## src/fsi_pkg.sv

```systemverilog
// shared constants and helpers for the fifo status and interrupt block
package fsi_pkg;

  localparam int unsigned FIFO_DEPTH = 16;
  localparam int unsigned LEVEL_W    = 5;
  localparam int unsigned ADDR_W     = 3;
  localparam int unsigned DATA_W     = 32;
  localparam int unsigned COND_W     = 6;
  localparam int unsigned MASK_W     = 7;

  // register indices, one 32-bit word each
  localparam logic [ADDR_W-1:0] REG_FILL_LEVEL  = 3'h0;
  localparam logic [ADDR_W-1:0] REG_STATUS      = 3'h1;
  localparam logic [ADDR_W-1:0] REG_EVENT       = 3'h2;
  localparam logic [ADDR_W-1:0] REG_IRQ_MASK    = 3'h3;
  localparam logic [ADDR_W-1:0] REG_NEAR_FULL   = 3'h4;
  localparam logic [ADDR_W-1:0] REG_NEAR_EMPTY  = 3'h5;

  // condition bit positions, shared by status, event and mask; BIT_ALL is a mask bit only
  localparam int unsigned BIT_EMPTY      = 0;
  localparam int unsigned BIT_FULL       = 1;
  localparam int unsigned BIT_NEAR_EMPTY = 2;
  localparam int unsigned BIT_NEAR_FULL  = 3;
  localparam int unsigned BIT_OVERFLOW   = 4;
  localparam int unsigned BIT_UNDERFLOW  = 5;
  localparam int unsigned BIT_ALL        = 6;

  localparam logic [LEVEL_W-1:0] DEPTH_LEVEL     = 5'h10;
  localparam logic [LEVEL_W-1:0] NEAR_FULL_MAX   = 5'h0f;
  localparam logic [LEVEL_W-1:0] NEAR_FULL_RST   = 5'h0f;
  localparam logic [LEVEL_W-1:0] NEAR_EMPTY_RST  = 5'h01;
  localparam logic [LEVEL_W-1:0] THRESH_MIN      = 5'h01;
  localparam logic [MASK_W-1:0]  IRQ_MASK_RST    = 7'h00;
  localparam logic [COND_W-1:0]  EVENT_RST       = 6'h00;

  // clamp a written threshold into [THRESH_MIN, limit]
  function automatic logic [LEVEL_W-1:0] fsi_clamp(input logic [DATA_W-1:0] val,
                                                   input logic [LEVEL_W-1:0] limit);
    logic [LEVEL_W-1:0] res;
    res = val[LEVEL_W-1:0];
    if (val < {{(DATA_W-LEVEL_W){1'b0}}, THRESH_MIN}) begin
      res = THRESH_MIN;
    end else if (val > {{(DATA_W-LEVEL_W){1'b0}}, limit}) begin
      res = limit;
    end
    return res;
  endfunction

endpackage

```

## src/fsi_event_bits.sv

```systemverilog
// sticky event bits with write-one-to-clear
`timescale 1ns/10ps
module fsi_event_bits (
  input  wire logic                       core_clk,  // block clock
  input  wire logic                       reset,     // async, active high
  input  wire logic [fsi_pkg::COND_W-1:0] set_in,    // instantaneous status
  input  wire logic [fsi_pkg::COND_W-1:0] clr_in,    // one-to-clear strobe
  output logic      [fsi_pkg::COND_W-1:0] event_q    // sticky events
);
  import fsi_pkg::*;

  genvar i;
  generate
    for (i = 0; i < COND_W; i++) begin : g_bit
      // set wins over a clear in the same cycle so no event is lost
      always_ff @(posedge core_clk or posedge reset) begin
        if (reset) begin
          event_q[i] <= EVENT_RST[i];
        end else if (set_in[i]) begin
          event_q[i] <= 1'b1;
        end else if (clr_in[i]) begin
          event_q[i] <= 1'b0;
        end
      end
    end
  endgenerate

endmodule

```

## src/fsi_status_irq.sv

```systemverilog
// fifo status registers, threshold compare and interrupt generation
`timescale 1ns/10ps
module fsi_status_irq (
  input  wire logic                        core_clk,        // block clock, 100 MHz
  input  wire logic                        reset,           // async, active high
  input  wire logic [fsi_pkg::LEVEL_W-1:0] fill_level,      // fifo entries held
  input  wire logic                        push_attempt,    // input master writes
  input  wire logic                        pop_attempt,     // output master reads
  input  wire logic                        backpressure_on, // build has backpressure
  input  wire logic [fsi_pkg::ADDR_W-1:0]  csr_address,     // word index
  input  wire logic                        csr_read,        // read strobe
  input  wire logic                        csr_write,       // write strobe
  input  wire logic [fsi_pkg::DATA_W-1:0]  csr_writedata,   // write data
  output logic      [fsi_pkg::DATA_W-1:0]  csr_readdata,    // read data, registered
  output logic                             csr_readvalid,   // read data valid pulse
  output logic                             irq              // interrupt, level
);
  import fsi_pkg::*;

  //////////////////////////////////////////////////////////////////////////
  // register state

  logic [MASK_W-1:0]  irq_mask_q;
  logic [LEVEL_W-1:0] near_full_q;
  logic [LEVEL_W-1:0] near_empty_q;
  logic [DATA_W-1:0]  rdata_q;
  logic [DATA_W-1:0]  rdata_d;
  logic               rvalid_q;
  logic [COND_W-1:0]  event_q;

  //////////////////////////////////////////////////////////////////////////
  // condition detection

  wire is_full       = (fill_level == DEPTH_LEVEL);
  wire is_empty      = (fill_level == '0);
  wire full_cond     = is_full;
  wire empty_cond    = is_empty;
  wire near_full_c   = (fill_level > near_full_q);
  wire near_empty_c  = (fill_level < near_empty_q);
  // one cycle per attempt; masked off when backpressure blocks the access
  wire overflow_c    = push_attempt & is_full & ~backpressure_on;
  wire underflow_c   = pop_attempt & is_empty & ~backpressure_on;

  wire [COND_W-1:0] status_now;
  assign status_now[BIT_EMPTY]      = empty_cond;
  assign status_now[BIT_FULL]       = full_cond;
  assign status_now[BIT_NEAR_EMPTY] = near_empty_c;
  assign status_now[BIT_NEAR_FULL]  = near_full_c;
  assign status_now[BIT_OVERFLOW]   = overflow_c;
  assign status_now[BIT_UNDERFLOW]  = underflow_c;

  //////////////////////////////////////////////////////////////////////////
  // register decode

  wire wr_mask  = csr_write & (csr_address == REG_IRQ_MASK);
  wire wr_event = csr_write & (csr_address == REG_EVENT);
  wire wr_nf    = csr_write & (csr_address == REG_NEAR_FULL);
  wire wr_ne    = csr_write & (csr_address == REG_NEAR_EMPTY);

  wire [COND_W-1:0]  event_clr = wr_event ? csr_writedata[COND_W-1:0] : '0;
  wire [LEVEL_W-1:0] nf_clamp  = fsi_clamp(csr_writedata, NEAR_FULL_MAX);
  wire [LEVEL_W-1:0] ne_clamp  = fsi_clamp(csr_writedata, NEAR_FULL_MAX);

  fsi_event_bits u_events (
    .core_clk (core_clk),
    .reset    (reset),
    .set_in   (status_now),
    .clr_in   (event_clr),
    .event_q  (event_q)
  );

  //////////////////////////////////////////////////////////////////////////
  // writable registers

  always_ff @(posedge core_clk or posedge reset) begin
    if (reset) begin
      irq_mask_q <= IRQ_MASK_RST;
    end else if (wr_mask) begin
      irq_mask_q <= csr_writedata[MASK_W-1:0];
    end
  end

  always_ff @(posedge core_clk or posedge reset) begin
    if (reset) begin
      near_full_q <= NEAR_FULL_RST;
    end else if (wr_nf) begin
      near_full_q <= nf_clamp;
    end
  end

  always_ff @(posedge core_clk or posedge reset) begin
    if (reset) begin
      near_empty_q <= NEAR_EMPTY_RST;
    end else if (wr_ne) begin
      near_empty_q <= ne_clamp;
    end
  end

  //////////////////////////////////////////////////////////////////////////
  // read path, one cycle latency

  always_comb begin
    rdata_d = '0;
    unique case (csr_address)
      REG_FILL_LEVEL: rdata_d = {{(DATA_W-LEVEL_W){1'b0}}, fill_level};
      REG_STATUS:     rdata_d = {{(DATA_W-COND_W){1'b0}}, status_now};
      REG_EVENT:      rdata_d = {{(DATA_W-COND_W){1'b0}}, event_q};
      REG_IRQ_MASK:   rdata_d = {{(DATA_W-MASK_W){1'b0}}, irq_mask_q};
      REG_NEAR_FULL:  rdata_d = {{(DATA_W-LEVEL_W){1'b0}}, near_full_q};
      REG_NEAR_EMPTY: rdata_d = {{(DATA_W-LEVEL_W){1'b0}}, near_empty_q};
      default:        rdata_d = '0;
    endcase
  end

  always_ff @(posedge core_clk or posedge reset) begin
    if (reset) begin
      rdata_q  <= '0;
      rvalid_q <= 1'b0;
    end else begin
      rdata_q  <= csr_read ? rdata_d : '0;
      rvalid_q <= csr_read;
    end
  end

  assign csr_readdata  = rdata_q;
  assign csr_readvalid = rvalid_q;

  //////////////////////////////////////////////////////////////////////////
  // interrupt

  // global bit widens every per-condition enable
  wire [COND_W-1:0] eff_enable = irq_mask_q[COND_W-1:0] | {COND_W{irq_mask_q[BIT_ALL]}};
  // level output: a rising sticky bit that is enabled raises it, clearing the bits drops it
  assign irq = |(event_q & eff_enable);

endmodule

```

## config.mk

```make
export PLATFORM = sky130hd
export DESIGN_NAME = fsi_status_irq
export DESIGN_NICKNAME = d
export VERILOG_FILES = /design/src/fsi_pkg.sv /design/src/fsi_event_bits.sv /design/src/fsi_status_irq.sv
export SDC_FILE = /design/constraint.sdc
export NUM_CORES = 1
export LEC_CHECK = 0
export BUFFER_PORTS_ARGS = -buffer_cell sky130_fd_sc_hd__buf_2
export CORE_MARGIN = 3
export CORE_UTILIZATION = 44
export CTS_CLUSTER_SIZE = 24
export DETAILED_ROUTE_END_ITERATION = 12
export PLACE_DENSITY_LB_ADDON = 0.25
export SLEW_MARGIN = 20
export SYNTH_ARGS = -nofsm -noshare
export SYNTH_HDL_FRONTEND = slang
export SYNTH_HIERARCHICAL = 1
export SYNTH_SLANG_ARGS = --single-unit
```

## constraint.sdc

```tcl
create_clock -name core_clk -period 1.72 [get_ports core_clk]
set_input_delay 0.172 -clock core_clk [delete_from_list [all_inputs] [get_ports core_clk]]
set_output_delay 0.172 -clock core_clk [all_outputs]
set_load 0.05 [all_outputs]
```

### Yosys cells after proc, flatten, opt, wreduce, memory -nomap -nowiden

Cells that the tools add are included.

* register bits after elaboration: 56
* output and inout bits: 34

* order comparisons: 4
* reductions and logical operators: 9
* equal/unequal tests: 6
* multiplexer cells: 17
* bitwise gates (word level): 11

Operator list (count)
* 7-bit case mux with 6 select lines: 1
* 32-bit by 4-bit greater-than comparator with 1-bit output (second input constant): 1
* 32-bit by 1-bit < comparator with 1-bit output (second input constant): 1
* 32-bit 2-to-1 mux: 1
* 1-bit 2-to-1 mux: 12
* 2-bit nonzero test: 6
* 5-bit 2-to-1 mux: 2
* 1-bit bitwise AND: 8
* 6-bit bitwise AND: 1
* 3-bit by 2-bit equality test with 1-bit output (second input constant): 2
* 3-bit equality test (second input constant): 2
* 6-bit 2-to-1 mux: 1
* 6-bit OR: 1
* 6-bit OR reduction: 1
* 5-bit equality test (second input constant): 1
* 5-bit greater-than comparator: 1
* 5-bit logical NOT: 1
* 5-bit < comparator: 1
* 3-bit by 1-bit equality test with 1-bit output (second input constant): 1
* 3-bit logical NOT: 1
* 1-bit inverter: 1

### Logic depth before layout (Yosys ltp)

Gate-level depths: netlist of run 1.

* depth after elaboration: 5
* gate-level depth with buffers: 7
* mapped depth without buffers: 7

### Cells and area by module

Netlist of run 1, hierarchy kept.

Modules (own cells, without submodules)
* fsi_status_irq: area an instance 1810.5 um2, cells an instance 209, times used 1, seq. area each 631.9 um2
* fsi_event_bits: area an instance 221.5 um2, cells an instance 19, times used 1, seq. area each 150.1 um2

### Worst setup path before layout of run 1

OpenSTA, ideal clock, no wires.

* path kind: register to output
* from: register u_events/event_q[5] (netlist name)
* to: output irq
* data required time: 1548 ps
* path slack: -36 ps
* cell stages (with the launch flop): 4
* arrival time: 1584 ps
* path through: dfrtp_1 -> or4_1 -> o31ai_1 -> nand4_1

* longest elaborated chain between the ends: 2

Ends and longest elaborated chain
* from (decl): line fsi_event_bits.sv:8 `output logic [fsi_pkg::COND_W-1:0] event_q`
* from (signal, indexed assignment): line fsi_event_bits.sv:18 `event_q[i] <= EVENT_RST[i];`
* 6-bit bitwise AND: line fsi_status_irq.sv:134 `assign irq = |(event_q & eff_enable);`
* 6-bit OR reduction: line fsi_status_irq.sv:134
* to (decl): line fsi_status_irq.sv:16 `output logic irq`

Every way passes these cells.

### Worst setup path after layout of run 1

* from: register u_events/event_q[4] (netlist name)
* to: output irq

Same word-level chain as after synthesis.

==> results of run 1 <==
[registers in the layout, indices dropped and copies added, names as in the netlist]
name and count:
near_empty_q 5, near_full_q 5, csr_readvalid 1, irq_mask_q 7, u_events/event_q 6, csr_readdata 7
[power breakdown]
group          total (W)  internal [W]  switching, W
Clock           0.000636      0.000365      0.000271
Sequential      0.000893      0.000813     0.0000798
Combinational   0.000576      0.000198      0.000378
[logic make-up after synthesis]
group,Yosys count,share of synthesized area
and+or+nand+nor,74,0.1964
buffers and inverters,55,0.1490
AOI/OAI and AO/OA,47,0.1552
DFF,31,0.3849
muxes,11,0.05727
adders and majority gates,9,0.05542
other,1,0.001846
[layer usage]
| layer | global-route usage | vias up | share of wire |
|---|---|---|---|
| li1 | - | 888 | - |
| met1 | 0.2519 | 840 | 0.43 |
| met2 | 0.2736 | 72 | 0.47 |
| met3 | 0.05541 | 12 | 0.073 |
| met4 | 0.08048 | 0 | 0.027 |
| met5 | 0 | - | 0 |
[cell type report]
cell class | instances | area (um^2)
Sequential cell | 31 | 782.0
Multi-Input combinational cell | 166 | 1076
Clock buffer | 8 | 100.1
Fill cell | 415 | 1942
Inverter | 24 | 90.09
Timing Repair Buffer | 65 | 359.1
Tap cell | 52 | 65.06
[worst min-delay path by stage]
stage / cells past startpoint / end / slack [ps]
after floorplan: 1 / u_events/event_q[0] / -40
after global placement: 2 / u_events/event_q[4] / 110
after detailed placement: 2 / u_events/event_q[4] / 110
after CTS: 1 / csr_readvalid / 70
after global routing: 1 / csr_readvalid / 80
final: 1 / csr_readvalid / 80
[layout by cell type (no fill, tap or decap), drive strengths merged, types with 5 or more instances in the layout]
cell / instances
clkbuf: 8
o21ai: 10
inv: 24
nand3: 6
mux2i: 6
nor2: 22
nor4: 7
mux2: 5
buf: 64
a31oi: 10
ha: 9
dfstp: 5
a21o: 6
dfrtp: 26
nor3: 5
conb: 25
a21oi: 5
nand2: 11
[metrics by stage]
| stage | area, um^2 | hold slack [ps] | power [W] |
|---|---|---|---|
| floorplan | 2122 | -37.04 | 0.001316 |
| global placement | 2302 | 109.2 | 0.001428 |
| detailed placement | 2302 | 114.2 | 0.001437 |
| CTS | 2424 | 72.68 | 0.002088 |
| global route | 2472 | 77.40 | 0.002211 |
| finish | 2472 | 83.25 | 0.002104 |
[synth_stat cells (2+ instances only)]
| master | count |
|---|---|
| and2_1 | 3 |
| and3_1 | 2 |
| buf_2 | 2 |
| nand4_1 | 3 |
| and4_1 | 2 |
| o21ai_0 | 4 |
| dfrtp_1 | 26 |
| nand3_1 | 6 |
| ha_1 | 9 |
| a22oi_1 | 3 |
| nand2_1 | 11 |
| nor3b_1 | 2 |
| mux2_1 | 5 |
| o21ai_1 | 6 |
| nand2b_1 | 3 |
| o31ai_1 | 2 |
| nor4_1 | 7 |
| o211ai_1 | 2 |
| a31oi_1 | 10 |
| or3_1 | 2 |
| nor2_1 | 22 |
| buf_4 | 25 |
| a22o_1 | 2 |
| a21oi_1 | 5 |
| nor3_1 | 5 |
| clkbuf_1 | 4 |
| a21o_1 | 6 |
| inv_1 | 24 |
| mux2i_1 | 6 |
| dfstp_2 | 5 |
[repair_timing]
item                       CTS  global route
setup endpoints to repair    2             2
buffers inserted             0             2
gates cloned                 0             0
resized for setup            3             5
hold endpoints to repair    26             0
pin swaps                    0             4
hold buffers                 1             0
==> results.md, run 1 <==
* Reg-to-Reg End: u_events/event_q[3]
* HP Start: csr_read
* Clock root buffer: clkbuf_8
* Worst vdd ir at 0.3902 mV
* Final Skew at 5.100 ps
* Setup-failing EPs final at 1
* CTS tree: yes
* Crit path depth at 4
* CP Data Required Time at 1550 ps
* Synth area leaders: dfrtp_1 (32%), buf_4 (9.2%), dfstp_2 (6.5%), ha_1 (5.5%), inv_1 (4.4%)
* Die span in x at 73.96 um
* Hold Crit Class: in2reg
* Setup TNS at -230.5 ps
* Port bufs at 55
* RSZ-0062 raised after global routing: yes
* CP Capture Type: output pin
* Pre-CTS setup slack at -7.519 ps
* Die Y at 73.96 um
* Post-layout util at 0.5601
* Routed WL at 4962 um
* Drc violations at 0
* Max Cap Viol at 0
* Post-Synthesis Cell Area at 0.002032 mm^2
* CP cell instances: or4_4, o31ai_4, nand4_1, buf_6
* Critical-path top delay cell: or4_4
* Clk buf depth at 2
* Netlist cell types at 44
* Area Overhead vs Synth at 21.67%
* Max-slew violations at 0
* Final Wtd Congestion at 0.8697
* Global route total overflow at 0
* Vias/cell at 5.237
* Failing checks: setup timing
* Slowest Stage Delay on Critical Path at 530 ps
* Flops & latches, synth at 31
* Leak at 1.270 nW
* Cell Pwr Density at 851.2 mW/mm^2
* Via count at 1812
* Synth top area share at 0.3202
* Final worst slack at -230.5 ps
* Synth Area per Inst at 8.912 um^2
* Initial Utilization at 0.4603
* Async S/R FF share, synth at 1.000
* Cells on worst reg2reg path at 7
* Critical Path AT at 1780 ps
* R2R Path Start: near_full_q[2]
* Sequential fraction of the synthesis area at 0.3849
* Fin. Hold Viols at 0
* DR iter-0 viols at 159
* Vias in the first global route at 1662
* Top FF cell, synth: dfrtp_1
* Worst Setup EP: irq
* CP max FO at 4
* Post-synth EDFFs at 0
* First-pass GRT wire length at 7665 um
* Routed len/inst at 14.34 um
* Io pins at 81
* Count of TritonRoute iterations in the first routing pass at 4
* Status: finished with violations
* Synth Instances at 228
* # rows at 24
* Fin cells at 346
* CTS Buf Count at 5
* Crit path from: u_events/event_q[4]
* Critical path class: reg2out
* Critical path buffer and inverter count at 1
* Post-Place Cells at 335
* DIE AREA at 0.005469 mm^2
* Ant diodes at 0
* Share of cells above drive strength 1 at 0.2857
* Clk sinks at 31
* Post-DRT Antenna Nets at 0
* Htree depth at 2
* CORE AREA at 0.004414 mm^2
* Reg clk slew, reported paths at 60 ps
* Syn. warnings at 6
* Fin crit share at 1.134
* Fin crit period at 1951 ps
* Delay-heaviest family, CP: simple AND/OR/NAND/NOR gates
* Setup crit start kind: flop
* Reg2Reg Setup Slack at 70 ps
* Clock insertion delay at the later pin of the skew report at 290 ps
* Final net count at 349
* Post-DP HPWL at 3888 um
* Synth area leader: dfrtp_1
* Initial antenna violation count at 0
* F_max at 0.5127 GHz
* Global-route usage over all layers at 0.1854
* Largest net degree at the start of global routing at 26
No activity file was read; power rests on OpenSTA's default activity.
==> run 2: changes to the inputs <==
--- a/config.mk
+++ b/config.mk
@@ -6,10 +6,10 @@
 export NUM_CORES = 1
 export LEC_CHECK = 0
 export BUFFER_PORTS_ARGS = -buffer_cell sky130_fd_sc_hd__buf_2
-export CORE_MARGIN = 3
 export CORE_UTILIZATION = 44
 export CTS_CLUSTER_SIZE = 24
 export DETAILED_ROUTE_END_ITERATION = 12
+export GPL_TIMING_DRIVEN = 0
 export PLACE_DENSITY_LB_ADDON = 0.25
 export SLEW_MARGIN = 20
 export SYNTH_ARGS = -nofsm -noshare
==> results.md, run 2 (synthesis results as in run 1) <==
* Commonest non-fill, non-tap cell in the layout: buf_2 (unchanged)
* CORE AREA at 0.004384 mm^2 (was 0.004414 mm^2)
* Via count at 1855 (was 1812)
* Critical path buffer and inverter count at 1 (unchanged)
* Final worst slack at -198.4 ps (was -230.5 ps)
* Hold Crit Class: in2reg (unchanged)
* F_max at 0.5213 GHz (was 0.5127 GHz)
* Critical Path AT at 1750 ps (was 1780 ps)
* # rows at 24 (unchanged)
* Cells on worst reg2reg path at 7 (unchanged)
* Clock root buffer: clkbuf_8 (unchanged)
* Die Y at 69.96 um (was 73.96 um)
* Reg clk slew, reported paths at 60 ps (about the same)
* Reg2Reg Setup Slack at 50 ps (was 70 ps)
* Fin crit share at 1.115 (was 1.134)
* Fin cells at 370 (was 346)
* Port bufs at 55 (unchanged)
* R2R Path Start: near_full_q[2] (unchanged)
* Vias/cell at 5.014 (was 5.237)
* Critical-path top delay cell: or4_4 (unchanged)
* DIE AREA at 0.004894 mm^2 (was 0.005469 mm^2)
* Htree depth at 2 (unchanged)
* Critical path class: reg2out (unchanged)
* Global route total overflow at 0 (unchanged)
* RSZ-0062 raised after global routing: yes (unchanged)
* Routed len/inst at 13.02 um (was 14.34 um)
* Vias in the first global route at 1670 (was 1662)
* First-pass GRT wire length at 7748 um (was 7665 um)
* Slew of the pin with the lowest slew margin at 939.9 ps
* DR iter-0 viols at 155 (was 159)
* Final Skew at 4.901 ps (was 5.100 ps)
* CTS Buf Count at 5 (unchanged)
* Max-slew violations at 0 (unchanged)
* Fin crit period at 1918 ps (was 1951 ps)
* Setup TNS at -198.4 ps (was -230.5 ps)
* CTS tree: yes (unchanged)
* Post-Place Cells at 359 (was 335)
* Leak at 1.376 nW (was 1.270 nW)
* Delay-heaviest family, CP: simple AND/OR/NAND/NOR gates (unchanged)
* Post-DRT Antenna Nets at 0 (unchanged)
* Initial antenna violation count at 0 (unchanged)
* Worst vdd ir at 0.4638 mV (was 0.3902 mV)
* Share of cells above drive strength 1 at 0.3239 (was 0.2857)
* Failing checks: setup timing (unchanged)
* Slowest Stage Delay on Critical Path at 520 ps (was 530 ps)
* CP cell instances: or4_4, o31ai_2, nand4_1, buf_6 (was or4_4, o31ai_4, nand4_1, buf_6)
* Die span in x at 69.96 um (was 73.96 um)
* Most frequent cells in the layout: buf_2 (56), buf_4 (27), dfrtp_1 (26) (was buf_2 (54), dfrtp_1 (26), conb_1 (25))
* CP max FO at 3 (was 4)
* Clk sinks at 31 (unchanged)
* Area Overhead vs Synth at 28.20% (was 21.67%)
* Status: finished with violations (unchanged)
* Ant diodes at 0 (unchanged)
* Io pins at 81 (unchanged)
* Crit path depth at 4 (unchanged)
* CP Capture Type: output pin (unchanged)
* Post-route cell area at 0.002605 mm^2 (was 0.002472 mm^2)
* Initial Utilization at 0.4635 (was 0.4603)
* Final Wtd Congestion at 0.8276 (was 0.8697)
* Setup-failing EPs final at 1 (unchanged)
* Routed WL at 4818 um (was 4962 um)
* Power after layout at 0.002040 W (was 0.002104 W)
* Cell Pwr Density at 783.1 mW/mm^2 (was 851.2 mW/mm^2)
* Relative slew slack at 0.3727
* WHS at 91.93 ps (was 83.25 ps)
* Clk buf depth at 2 (unchanged)
* HP Start: csr_read (unchanged)
* Max Cap Viol at 0 (unchanged)
* Drc violations at 0 (unchanged)
* Largest net degree at the start of global routing at 26 (unchanged)
* Reg-to-Reg End: u_events/event_q[3] (unchanged)
* Setup crit start kind: flop (unchanged)
* CP Data Required Time at 1550 ps (about the same)
* Post-DP HPWL at 3826 um (was 3888 um)
* Cell Area, Placed at 0.002462 mm^2 (was 0.002302 mm^2)
* Global-route usage over all layers at 0.2033 (was 0.1854)
* Clock insertion delay at the later pin of the skew report at 280 ps (was 290 ps)
* Final net count at 373 (was 349)
* Count of TritonRoute iterations in the first routing pass at 4 (unchanged)
* Hold endpoint: csr_readvalid (unchanged)
* Fin. Hold Viols at 0 (unchanged)
* Hold path depth at 1 (unchanged)
-- run 2: power by group --
group          switching (W)  internal, W
Clock               0.000253     0.000283
Sequential         0.0000723     0.000813
Combinational       0.000385     0.000233
-- run 2: area by class of cell --
| cell class | instances | area (um^2) |
|---|---|---|
| Clock buffer | 7 | 76.32 |
| Multi-Input combinational cell | 166 | 1067 |
| Inverter | 24 | 90.09 |
| Buffer | 31 | 212.7 |
| Clock inverter | 1 | 5.005 |
| Timing Repair Buffer | 58 | 306.5 |
| Sequential cell | 31 | 782.0 |
| Tap cell | 52 | 65.06 |
| Fill cell | 430 | 1779 |
-- run 2: worst max path at each step --
| stage | start | slack (ps) | to |
|---|---|---|---|
| detailed placement | near_full_q[3] | -50 | u_events/event_q[3] |
| global placement | near_full_q[3] | -40 | u_events/event_q[3] |
| floorplan | u_events/event_q[5] | -30 | irq |
| finish | u_events/event_q[5] | -200 | irq |
| global route | u_events/event_q[5] | -260 | irq |
| CTS | u_events/event_q[5] | -210 | irq |
-- run 2: per-layer routing --
metal  global-route usage  up-vias  part of all wire
li1                     -      936                 -
met1               0.2760      853              0.46
met2               0.3259       62              0.47
met3              0.03896        4             0.061
met4              0.06667        0            0.0064
met5                    0        -                 0
-- run 2: through the flow --
stage          setup slack, ps  utilization
6_report                -198.4       0.5942
5_1_grt                 -257.8       0.5942
4_1_cts                 -205.6       0.5850
3_5_place_dp            -53.31       0.5616
2_1_floorplan           -25.22            -
3_3_place_gp            -37.77       0.5616
-- run 2: timing repair --
action | CTS | global route
pin swaps | 1 | 5
hold buffers | 1 | 0
setup endpoints to repair | 2 | 2
setup buffers | 0 | 2
gates resized for setup | 3 | 4
endpoints found under the hold margin | 6 | 0
==> run 3: changes to the inputs <==
--- a/config.mk
+++ b/config.mk
@@ -14,5 +14,4 @@
 export SLEW_MARGIN = 20
 export SYNTH_ARGS = -nofsm -noshare
 export SYNTH_HDL_FRONTEND = slang
-export SYNTH_HIERARCHICAL = 1
 export SYNTH_SLANG_ARGS = --single-unit
==> results.md, run 3 <==
* Critical-path top delay cell: dfstp_2 (was or4_4)
* Synth Area per Inst at 9.185 um^2 (was 8.912 um^2)
* Slew of the pin with the lowest slew margin at 618.3 ps (was 939.9 ps)
* F_max at 0.5861 GHz (was 0.5213 GHz)
* Sequential fraction of the synthesis area at 0.3923 (was 0.3849)
* Met1 Usage GRT at 0.2665 (was 0.2760)
* Pre-CTS setup slack at -130.3 ps (was -53.31 ps)
* Hold path depth at 1 (unchanged)
* Final worst slack at 13.94 ps (was -198.4 ps)
* Global route total overflow at 0 (unchanged)
* Most frequent cells in the layout: buf_2 (59), buf_4 (30), nand2_1 (26), dfrtp_1 (26), conb_1 (25) (was buf_2 (56), buf_4 (27), dfrtp_1 (26))
* Port bufs at 54 (was 55)
* Routed WL at 4628 um (was 4818 um)
* Initial antenna violation count at 0 (unchanged)
* Synth area leader: dfrtp_1 (unchanged)
* Commonest cells in the netlist: dfrtp_1 (26), nand2_1 (26), buf_4 (25) (was dfrtp_1 (26), buf_4 (25), inv_1 (24))
* Crit path depth at 7 (was 4)
* Met2 Use GR at 0.3333 (was 0.3259)
* Netlist cell types at 36 (was 44)
* CTS Buf Count at 5 (unchanged)
* Critical path class: reg2reg (was reg2out)
* Status: finished, final reports clean (was finished with violations)
* Top FF cell, synth: dfrtp_1 (unchanged)
* Count of TritonRoute iterations in the first routing pass at 4 (unchanged)
* Fin. Hold Viols at 0 (unchanged)
* Synth area leaders: dfrtp_1 (33%), buf_4 (9.4%), dfstp_2 (6.6%), ha_1 (5.6%), nand2_1 (4.9%) (was dfrtp_1 (32%), buf_4 (9.2%), dfstp_2 (6.5%), ha_1 (5.5%), inv_1 (4.4%))
* Htree depth at 2 (unchanged)
* CP cell instances: inv_2, ha_4, a21oi_2, nand2_1, a211oi_2, nor4_1, o31a_1 (was or4_4, o31ai_2, nand4_1, buf_6)
* RSZ-0062 raised after global routing: yes (unchanged)
* Synth top area share at 0.3264 (was 0.3202)
* Fin cells at 361 (was 370)
* Post-layout util at 0.6069 (was 0.5942)
* Post-DRT Antenna Nets at 0 (unchanged)
* CP Capture Type: flop (was output pin)
* Clk buf depth at 2 (unchanged)
* DR iter-0 viols at 189 (was 155)
* Leak at 1.351 nW (was 1.376 nW)
* Io pins at 81 (unchanged)
* Async S/R FF share, synth at 1.000 (unchanged)
* Vias in the first global route at 1703 (was 1670)
* Post-DP HPWL at 3503 um (was 3826 um)
* Met3 Use GR at 0.03779 (was 0.03896)
* CP Data Required Time at 1880 ps (was 1550 ps)
* Initial Utilization at 0.4578 (was 0.4635)
* Largest net degree at the start of global routing at 32 (was 26)
* CTS tree: yes (unchanged)
* Clock root buffer: clkbuf_8 (unchanged)
* First-pass GRT wire length at 7907 um (was 7748 um)
* Reg clk slew, reported paths at 60 ps (about the same)
* Area Overhead vs Synth at 32.58% (was 28.20%)
* Setup crit start kind: flop (unchanged)
* DIE AREA at 0.004803 mm^2 (was 0.004894 mm^2)
* Max Cap Viol at 0 (unchanged)
* Post-synth EDFFs at 0 (unchanged)
* Clock insertion delay at the later pin of the skew report at 280 ps (about the same)
* Delay-heaviest family, CP: compound AO/OA/AOI/OAI gates (was simple AND/OR/NAND/NOR gates)
* Worst vdd ir at 0.4390 mV (was 0.4638 mV)
* Syn. warnings at 0 (was 6)
* Synth Instances at 217 (was 228)
* Die span in x at 69.31 um (was 69.96 um)
* Cell Pwr Density at 860.5 mW/mm^2 (was 783.1 mW/mm^2)
* Die Y at 69.31 um (was 69.96 um)
* Drc violations at 0 (unchanged)
* Critical Path AT at 1860 ps (was 1750 ps)
* Fill cells at 392 (was 430)
* Routed len/inst at 12.82 um (was 13.02 um)
* Cell Area, Placed at 0.002424 mm^2 (was 0.002462 mm^2)
* Fin crit share at 0.9919 (was 1.115)
* Power after layout at 0.002274 W (was 0.002040 W)
* Flops & latches, synth at 31 (unchanged)
* Reg2Reg Setup Slack at 10 ps (was 50 ps)
* Post-Place Cells at 347 (was 359)
* Final Wtd Congestion at 0.9025 (was 0.8276)
* # rows at 24 (unchanged)
* Final net count at 364 (was 373)
* Final Skew at 9.848 ps (was 4.901 ps)
* Fin crit period at 1706 ps (was 1918 ps)
* Critical path buffer and inverter count at 1 (unchanged)
* Relative slew slack at 0.5872 (was 0.3727)
* Ant diodes at 0 (unchanged)
* GRT busiest layer: met2 (unchanged)
* Max-slew violations at 0 (unchanged)
* Commonest non-fill, non-tap cell in the layout: buf_2 (unchanged)
* Vias/cell at 4.956 (was 5.014)
* Post-route cell area at 0.002643 mm^2 (was 0.002605 mm^2)
* Clk sinks at 31 (unchanged)
* Share of cells above drive strength 1 at 0.4013 (was 0.3239)
* Slowest Stage Delay on Critical Path at 550 ps (was 520 ps)
* CP max FO at 3 (unchanged)
* CORE AREA at 0.004354 mm^2 (was 0.004384 mm^2)
* Hold Crit Class: in2reg (unchanged)
* Via count at 1789 (was 1855)
* Global-route usage over all layers at 0.2085 (was 0.2033)
* Cells on worst reg2reg path at 7 (unchanged)
* Post-Synthesis Cell Area at 0.001993 mm^2 (was 0.002032 mm^2)
* Setup-failing EPs final at 0 (was 1)
## run 3: changes by cell type after synthesis, sizes merged, moves of 3 or more
cell    before  now
a21o         6    3
a21oi        5   10
buf         27   30
inv         24   13
nor2        22   17
o21ai       10   16
clkbuf       4    0
nand2       11   26
a31oi       10    2
## run 3: final timing paths
check                                       to           startpoint
max                            csr_readdata[3]       near_full_q[3]
min                              csr_readvalid             csr_read
max reg2reg                    csr_readdata[3]       near_full_q[3]
min reg2reg                u_events.event_q[0]  u_events.event_q[0]
max in group asynchronous      near_empty_q[4]                reset
min in group asynchronous      csr_readdata[6]                reset
## run 3: logic make-up after synthesis
group	Yosys count	share of synthesized area
compound gates	40	0.1243
flops	31	0.3923
simple gates	77	0.2028
fa+ha+maj	9	0.05650
mux	16	0.09103
buf+inv	43	0.1312
other cells	1	0.001881
## run 3: layout make-up
cell class              count  area, um^2  area share
plain buffers              30       212.7     0.08049
clock buffers               7       76.32     0.02888
clock inverters             1       30.03     0.01136
inverters                  13       48.80     0.01847
multi-input cells         167        1110      0.4200
flip-flops and latches     31       782.0      0.2959
well taps                  52       65.06     0.02462
repair buffers             60       317.8      0.1203
## run 3: metal layers
layer	wire length, um	vias up
met2	2225	76
li1	-	892
met3	283	14
met1	1956	807
met4	162	0
met5	0	-
## run 3: report_power, final
group / switching [W] / internal [W]
Sequential: 0.0000742 / 0.000831
Combinational: 0.000408 / 0.000267
Clock: 0.000261 / 0.000433
Total: 0.000743 / 0.00153
## run 3: worst register-to-register path, stage by stage, from the launching register on
cell and delay (ps):
dfstp_2 550, inv_2 50, ha_4 220, a21oi_2 110, nand2_1 70, a211oi_2 260
nor4_1 70, o31a_1 250
## run 3: repair_timing
item / 4_1_cts / 5_1_grt
pin swaps: 5 / 3
hold endpoints to repair: 21 / 0
gates resized for setup: 2 / 7
endpoints found under the setup margin: 1 / 3
hold buffers: 1 / 0
buffers inserted: 4 / 1
## run 3: metrics by stage
stage | TNS (ps) | hold WS (ps)
finish | 0 | 88.85
global route | -62.45 | 86.99
CTS | 0 | 87.09
detailed placement | -130.3 | 290.3
global placement | -119.8 | 375.1
floorplan | 0 | 203.4
